### config.mk
export PLATFORM = sky130hd
export DESIGN_NAME = spr_regbank
export DESIGN_NICKNAME = d
export VERILOG_FILES = /design/src/pkg/spr_pkg.sv /design/src/spr_regbank.sv
export VERILOG_INCLUDE_DIRS = /design/src /design/src/pkg
export SDC_FILE = /design/constraint.sdc
export NUM_CORES = 1
export LEC_CHECK = 0
export ABC_AREA = 1
export ABC_CLOCK_PERIOD_IN_PS = 1300
export BUFFER_PORTS_ARGS = -buffer_cell sky130_fd_sc_hd__buf_4
export CAP_MARGIN = 20
export CORE_MARGIN = 1
export CORE_UTILIZATION = 48
export CTS_BUF_LIST = sky130_fd_sc_hd__clkbuf_8
export DETAILED_ROUTE_END_ITERATION = 16
export MAX_ROUTING_LAYER = met4
export PLACE_DENSITY = 0.78
export SYNTH_ARGS = -nofsm -noshare
export SYNTH_HDL_FRONTEND = slang
export SYNTH_SLANG_ARGS = --single-unit
export TNS_END_PERCENT = 10
### constraint.sdc
create_clock -name clk -period 1.3 [get_ports clk]
set_input_delay 0.065 -clock clk [delete_from_list [all_inputs] [get_ports clk]]
set_output_delay 0.065 -clock clk [all_outputs]
set_load 0.02 [all_outputs]
### src/pkg/spr_regs.svh
// register offsets, field positions, reset values and widths of the receive path register bank
`ifndef SPR_REGS_SVH
`define SPR_REGS_SVH

`define SPR_ADDR_W 12
`define SPR_OFS_OSC_CAL 12'h29a
`define SPR_OFS_CP_LVL 12'h29c
`define SPR_OFS_OSC_TUNE0 12'h29f
`define SPR_OFS_OSC_TUNE1 12'h2a0
`define SPR_OFS_TERM1 12'h2a7
`define SPR_OFS_TERM2 12'h2ae
`define SPR_OFS_RXCTL0 12'h300
`define SPR_OFS_RXCTL1 12'h301

`define SPR_RST_OSC_CAL 8'hfe
`define SPR_RST_CP_LVL 8'h17
`define SPR_RST_OSC_TUNE0 8'h33
`define SPR_RST_OSC_TUNE1 8'h08
`define SPR_RST_TERM 8'h00
`define SPR_RST_RXCTL0 8'h00
`define SPR_RST_RXCTL1 8'h01

`define SPR_MASK_OSC_CAL 8'hff
`define SPR_MASK_CP_LVL 8'h7f
`define SPR_MASK_OSC_TUNE0 8'h7f
`define SPR_MASK_OSC_TUNE1 8'h0f
`define SPR_MASK_TERM 8'h01
`define SPR_MASK_RXCTL0 8'h7f
`define SPR_MASK_RXCTL1 8'h07

`define SPR_BIT_TERM_START 0
`define SPR_BIT_SUM_METHOD 6
`define SPR_BIT_TWO_LINK 3
`define SPR_BIT_MAP_SEL 2
`define SPR_BIT_EN0 0
`define SPR_BIT_EN1 1

`endif

### src/pkg/spr_pkg.sv
// types shared by the receive path register bank
package spr_pkg;

  typedef struct packed {
    logic wr_en;
    logic rd_en;
    logic [11:0] addr;
    logic [7:0] wdata;
  } spr_req_t;

  typedef struct packed {
    logic param_sum_method;
    logic two_link_select;
    logic link_map_select;
    logic [1:0] link_bringup_enables;
    logic [2:0] subclass;
  } spr_rxcfg_t;

  typedef struct packed {
    logic [7:0] osc_cal;
    logic [6:0] cp_level;
    logic [6:0] osc_tune0;
    logic [3:0] osc_tune1;
  } spr_analog_t;

  typedef enum logic [0:0] {
    SPR_SUM_FIELDS = 1'b0,
    SPR_SUM_OCTETS = 1'b1
  } spr_sum_t;

endpackage

### src/spr_regbank.sv
// receive path register bank: calibration, tuning and link receiver control
`timescale 1ns/1ps
`include "spr_regs.svh"

module spr_regbank (
  input wire logic clk,
  input wire logic reset,
  input wire logic clk_en,
  input wire spr_pkg::spr_req_t req,
  output logic [7:0] rdata,
  output logic rdata_valid,
  output logic term_cal_start_block1,
  output logic term_cal_start_block2,
  output spr_pkg::spr_rxcfg_t rxcfg,
  output spr_pkg::spr_sum_t sum_method,
  output logic link0_register_set,
  output logic link1_register_set,
  output logic [1:0] link_active,
  output spr_pkg::spr_analog_t analog
);
  import spr_pkg::*;

  logic [7:0] osc_cal_q;
  logic [7:0] cp_lvl_q;
  logic [7:0] tune0_q;
  logic [7:0] tune1_q;
  logic [7:0] term1_q;
  logic [7:0] term2_q;
  logic [7:0] rxctl0_q;
  logic [7:0] rxctl1_q;
  logic [7:0] osc_cal_d;
  logic [7:0] cp_lvl_d;
  logic [7:0] tune0_d;
  logic [7:0] tune1_d;
  logic [7:0] term1_d;
  logic [7:0] term2_d;
  logic [7:0] rxctl0_d;
  logic [7:0] rxctl1_d;
  logic term1_prev_q;
  logic term2_prev_q;
  logic [7:0] rdata_d;
  logic [7:0] wr_sel;
  logic [7:0] rd_sel;
  logic wr_take;
  logic rd_take;

  ////////////////////////////////////////////////////////////////////////////
  // address decode, one bit per register
  function automatic logic [7:0] decode(input logic [11:0] a);
    decode = 8'h00;
    case (a)
      `SPR_OFS_OSC_CAL: decode = 8'h01;
      `SPR_OFS_CP_LVL: decode = 8'h02;
      `SPR_OFS_OSC_TUNE0: decode = 8'h04;
      `SPR_OFS_OSC_TUNE1: decode = 8'h08;
      `SPR_OFS_TERM1: decode = 8'h10;
      `SPR_OFS_TERM2: decode = 8'h20;
      `SPR_OFS_RXCTL0: decode = 8'h40;
      `SPR_OFS_RXCTL1: decode = 8'h80;
      default: decode = 8'h00;
    endcase
  endfunction

  function automatic logic [7:0] merge(input logic [7:0] old, input logic [7:0] wd,
                                       input logic [7:0] mask);
    merge = (wd & mask) | (old & ~mask);
  endfunction

  ////////////////////////////////////////////////////////////////////////////
  // strobes gated by clock enable
  always_comb begin
    wr_take = clk_en & req.wr_en;
    rd_take = clk_en & req.rd_en;
  end

  ////////////////////////////////////////////////////////////////////////////
  // register select for writes and reads
  always_comb begin
    wr_sel = wr_take ? decode(req.addr) : 8'h00;
    rd_sel = decode(req.addr);
  end

  ////////////////////////////////////////////////////////////////////////////
  // next register values; read-only bits keep their reset value
  always_comb begin
    osc_cal_d = merge(osc_cal_q, req.wdata, `SPR_MASK_OSC_CAL);
    cp_lvl_d = merge(cp_lvl_q, req.wdata, `SPR_MASK_CP_LVL);
    tune0_d = merge(tune0_q, req.wdata, `SPR_MASK_OSC_TUNE0);
    tune1_d = merge(tune1_q, req.wdata, `SPR_MASK_OSC_TUNE1);
    term1_d = merge(term1_q, req.wdata, `SPR_MASK_TERM);
    term2_d = merge(term2_q, req.wdata, `SPR_MASK_TERM);
    rxctl0_d = merge(rxctl0_q, req.wdata, `SPR_MASK_RXCTL0);
    rxctl1_d = merge(rxctl1_q, req.wdata, `SPR_MASK_RXCTL1);
  end

  ////////////////////////////////////////////////////////////////////////////
  // oscillator calibration fields
  always_ff @(posedge clk or posedge reset) begin
    if (reset) begin
      osc_cal_q <= `SPR_RST_OSC_CAL;
    end else if (wr_sel[0]) begin
      osc_cal_q <= osc_cal_d;
    end
  end

  ////////////////////////////////////////////////////////////////////////////
  // charge pump level detect fields
  always_ff @(posedge clk or posedge reset) begin
    if (reset) begin
      cp_lvl_q <= `SPR_RST_CP_LVL;
    end else if (wr_sel[1]) begin
      cp_lvl_q <= cp_lvl_d;
    end
  end

  ////////////////////////////////////////////////////////////////////////////
  // oscillator tuning, first register
  always_ff @(posedge clk or posedge reset) begin
    if (reset) begin
      tune0_q <= `SPR_RST_OSC_TUNE0;
    end else if (wr_sel[2]) begin
      tune0_q <= tune0_d;
    end
  end

  ////////////////////////////////////////////////////////////////////////////
  // oscillator tuning, second register
  always_ff @(posedge clk or posedge reset) begin
    if (reset) begin
      tune1_q <= `SPR_RST_OSC_TUNE1;
    end else if (wr_sel[3]) begin
      tune1_q <= tune1_d;
    end
  end

  ////////////////////////////////////////////////////////////////////////////
  // termination block 1 trigger
  always_ff @(posedge clk or posedge reset) begin
    if (reset) begin
      term1_q <= `SPR_RST_TERM;
    end else if (wr_sel[4]) begin
      term1_q <= term1_d;
    end
  end

  ////////////////////////////////////////////////////////////////////////////
  // termination block 2 trigger
  always_ff @(posedge clk or posedge reset) begin
    if (reset) begin
      term2_q <= `SPR_RST_TERM;
    end else if (wr_sel[5]) begin
      term2_q <= term2_d;
    end
  end

  ////////////////////////////////////////////////////////////////////////////
  // link receiver control, first register
  always_ff @(posedge clk or posedge reset) begin
    if (reset) begin
      rxctl0_q <= `SPR_RST_RXCTL0;
    end else if (wr_sel[6]) begin
      rxctl0_q <= rxctl0_d;
    end
  end

  ////////////////////////////////////////////////////////////////////////////
  // link receiver control, second register
  always_ff @(posedge clk or posedge reset) begin
    if (reset) begin
      rxctl1_q <= `SPR_RST_RXCTL1;
    end else if (wr_sel[7]) begin
      rxctl1_q <= rxctl1_d;
    end
  end

  ////////////////////////////////////////////////////////////////////////////
  // block 1 trigger history
  always_ff @(posedge clk or posedge reset) begin
    if (reset) begin
      term1_prev_q <= 1'b0;
    end else if (clk_en) begin
      term1_prev_q <= term1_q[`SPR_BIT_TERM_START];
    end
  end

  ////////////////////////////////////////////////////////////////////////////
  // block 1 calibration start on rising edge of trigger bit
  always_ff @(posedge clk or posedge reset) begin
    if (reset) begin
      term_cal_start_block1 <= 1'b0;
    end else if (clk_en) begin
      term_cal_start_block1 <= term1_q[`SPR_BIT_TERM_START] & ~term1_prev_q;
    end
  end

  ////////////////////////////////////////////////////////////////////////////
  // block 2 trigger history
  always_ff @(posedge clk or posedge reset) begin
    if (reset) begin
      term2_prev_q <= 1'b0;
    end else if (clk_en) begin
      term2_prev_q <= term2_q[`SPR_BIT_TERM_START];
    end
  end

  ////////////////////////////////////////////////////////////////////////////
  // block 2 calibration start on rising edge of trigger bit
  always_ff @(posedge clk or posedge reset) begin
    if (reset) begin
      term_cal_start_block2 <= 1'b0;
    end else if (clk_en) begin
      term_cal_start_block2 <= term2_q[`SPR_BIT_TERM_START] & ~term2_prev_q;
    end
  end

  ////////////////////////////////////////////////////////////////////////////
  // read data select; unmapped addresses read zero
  always_comb begin
    rdata_d = 8'h00;
    if (rd_sel[0]) begin
      rdata_d = osc_cal_q;
    end
    if (rd_sel[1]) begin
      rdata_d = cp_lvl_q;
    end
    if (rd_sel[2]) begin
      rdata_d = tune0_q;
    end
    if (rd_sel[3]) begin
      rdata_d = tune1_q;
    end
    if (rd_sel[4]) begin
      rdata_d = term1_q;
    end
    if (rd_sel[5]) begin
      rdata_d = term2_q;
    end
    if (rd_sel[6]) begin
      rdata_d = rxctl0_q;
    end
    if (rd_sel[7]) begin
      rdata_d = rxctl1_q;
    end
  end

  ////////////////////////////////////////////////////////////////////////////
  // read strobe, one cycle after the request
  always_ff @(posedge clk or posedge reset) begin
    if (reset) begin
      rdata_valid <= 1'b0;
    end else if (clk_en) begin
      rdata_valid <= req.rd_en;
    end
  end

  ////////////////////////////////////////////////////////////////////////////
  // read data, held until the next read
  always_ff @(posedge clk or posedge reset) begin
    if (reset) begin
      rdata <= 8'h00;
    end else if (rd_take) begin
      rdata <= rdata_d;
    end
  end

  ////////////////////////////////////////////////////////////////////////////
  // link receiver configuration
  always_comb begin
    rxcfg.param_sum_method = rxctl0_q[`SPR_BIT_SUM_METHOD];
    rxcfg.two_link_select = rxctl0_q[`SPR_BIT_TWO_LINK];
    rxcfg.link_map_select = rxctl0_q[`SPR_BIT_MAP_SEL];
    rxcfg.link_bringup_enables = {rxctl0_q[`SPR_BIT_EN1], rxctl0_q[`SPR_BIT_EN0]};
    rxcfg.subclass = rxctl1_q[2:0];
  end

  ////////////////////////////////////////////////////////////////////////////
  // checksum method and register set steering
  always_comb begin
    sum_method = rxctl0_q[`SPR_BIT_SUM_METHOD] ? SPR_SUM_OCTETS : SPR_SUM_FIELDS;
    link0_register_set = ~rxctl0_q[`SPR_BIT_MAP_SEL];
    link1_register_set = rxctl0_q[`SPR_BIT_MAP_SEL];
  end

  ////////////////////////////////////////////////////////////////////////////
  // per-link bring-up; link 1 only in dual link
  always_comb begin
    link_active[0] = rxctl0_q[`SPR_BIT_EN0];
    link_active[1] = rxctl0_q[`SPR_BIT_EN1] & rxctl0_q[`SPR_BIT_TWO_LINK];
  end

  ////////////////////////////////////////////////////////////////////////////
  // analog tuning fields
  always_comb begin
    analog.osc_cal = osc_cal_q;
    analog.cp_level = cp_lvl_q[6:0];
    analog.osc_tune0 = tune0_q[6:0];
    analog.osc_tune1 = tune1_q[3:0];
  end

endmodule

==> flow_summary.ini <==
[cts]
cts_max_path_buffers = 2
cts_sinks = 51
h-tree-depth = 2
cts_tree = done
clk_pin_slew_ns = 0.09
cts_resized = 0
ctsHoldBuffers = 2
cts_setup_buffers = 0
cts_made_buffers = 5
worstSkewPairLatency_ns = 0.30
cts_root_buf = clkbuf_8

[layout]
stdcell_count = 467
final_common_cell = nand2_1
antenna_cells = 0
layout.nets = 421
drive_above_1_share_pct = 35.5
fin_area_sq_mm = 0.00337
layout_common_cells = 97 x nand2_1, 84 x buf_4, 36 x inv_1
syn2layout_area_growth_pct = 30.1

[sta]
hold_viol = 0
finalCritPeriodShare_pct = 83.4
rsz0062_at_grt = no
period_needed_ns = 1.08
drv_slew = 0
fin_hold_ws_ns = 0.00574
timing.final.ws_setup_ns = 0.216
slew_headroom_pct = 75.1
worst_slew_pin_slew_ns = 0.371
setup_viol = 0
max_clock_freq_mhz = 923
finalClockSkew_ns = 0.00706

[routing]
drc = 0
drt_first_pass_iters = 4
vias = 2255
drtAntennaViolNets = 0
wirelength_microns = 6110
wire_per_inst_microns = 13.1
drtIter0Drc = 123
drt-vias-per-instance = 4.83

[job]
cap_violations = 0

[logic_synthesis]
ys_seq_elements = 51
netlist_area_sq_mm = 0.00259
syn-num-nets = 339
synth.avg_cell_area_sq_um = 8.24
syn_inst = 314
synth_cell_types = 29
synth_warnings = 0
yosys-top-cells-area = dfrtp_1 33%, dfstp_2 17%, nand2_1 14%, inv_1 5.4%, o21ai_1 3.9%
ys_seq_area_share_pct = 50.1
yosysTopAreaCell = dfrtp_1
synth.top_cell.area_share_pct = 32.9

[place]
globalplace.congestion = 0.830
dp.cells = 457
postPlaceCellArea_sq_mm = 0.00322
pre_cts_ws_ns = -0.0475
io_buffers = 74
dp_hpwl_microns = 4780

[worst_setup_path]
r2r_start = osc_cal_q[3]
r2r_end = rdata[3]
cp.arrival_ns = 1.32
crit_required_ns = 1.54
end_kind = register
crit_start = osc_cal_q[3]
worstSetupStartpointType = register
crit_type = register to register
crit_fanout = 3
worstRegToRegCells = 6
cp-endpoint = rdata[3]
cpPeakStageDelay_ns = 0.56
r2r_slack_ns = 0.22
crit_chain = inv_1, o21ai_0, nor2_1, nand3_1, nand2_1, nand2_1
cp_common_cell = nand2_1
slowest_stage = dfstp_2

[floorplan]
start_util_pct = 50.3
num_rows = 26
die_area_sq_mm = 0.00569
core_area_sq_mm = 0.00514
fp.dieW_microns = 75.4
pin_count = 75
die_h_microns = 75.4

[power_and_ir_drop]
power.density_mw_per_mm2 = 882
leakage_nw = 1.74
vdd_ir_drop_max_mv = 0.740

[global_routing]
overflow = 0
grt_max_degree = 38
grt_pass1_vias = 1995
antenna_found_initial = 0
track_usage_pct = 23.5
grt_pass1_wl_microns = 9630

[min_path]
worstHoldStart = req[0]
hold_path_class = primary input to register

[run_status]
status = complete, no violations
sequential cells by signal, summed over array words and instances, names as in the netlist, 3 cells and up:
signal / count
tune1_q: 4
rxctl1_q: 3
rxctl0_q: 7
cp_lvl_q: 7
rdata: 8
osc_cal_q: 8
tune0_q: 7
through the flow:
| step | utilization (%) | TNS, ns | power [mW] |
|---|---|---|---|
| floorplan | - | 0 | 1.74 |
| global placement | 62.7 | -0.0190 | 1.85 |
| detailed placement | 62.7 | -0.0774 | 1.85 |
| CTS | 65.5 | 0 | 3.00 |
| global route | 65.5 | 0 | 3.08 |
| finish | 65.5 | 0 | 2.97 |
cell type report:
type	instances	area (sq um)
clock inverter	2	38.8
inverter	40	150
clock buffer	6	82.6
multi-input combinational	211	1040
sequential	51	1300
fill	472	1770
timing repair buffer	87	671
tap	70	87.6
worst max-delay path, delay by kind of cell (launching register included):
family / cells / cell delay (ns)
flops: 1 / 0.56
compound gates: 1 / 0.15
simple gates: 4 / 0.27
buf+inv: 1 / 0.04
per-layer routing:
layer / up-vias / GRT usage (%) / part of all wire [%]
met5: - / - / 0
met3: 2 / 3.97 / 3.9
met2: 57 / 37.5 / 48
met4: 0 / 4.94 / 0.47
met1: 1037 / 31.8 / 47
li1: 1159 / - / -
cells by family after synthesis:
| group | share of synthesized area (%) |
|---|---|
| compound gates | 9.96 |
| buf+inv | 9.72 |
| flops | 50.1 |
| mux | 1.02 |
| simple gates | 29.2 |
cell usage after synthesis (all sizes together):
master and n:
inv 40, dfrtp 34, dfstp 17, nand2 103, nor3 5, o21ai 41
o22ai 2, mux2 2, buf 11, nor3b 1, a21oi 2, nor2 28
nand4 6, and2 1, clkbuf 1, nand3 20
power breakdown:
part	internal [mW]	switching, mW	total (mW)
combinational	0.0888	0.137	0.226
sequential	1.59	0.00452	1.60
clock	0.633	0.511	1.14
total	2.32	0.653	2.97
worst min path at each step:
stage	end	slack (ns)	cells after the start
final	term2_q[0]	0.006	2
after global routing	term2_q[0]	0.003	2
after CTS	term2_q[0]	0.0009	2
after detailed placement	rxctl0_q[0]	0.05	2
after global placement	osc_cal_q[0]	0.06	2
after floorplan	osc_cal_q[7]	0.21	1
(Power assumes the default switching activity.)
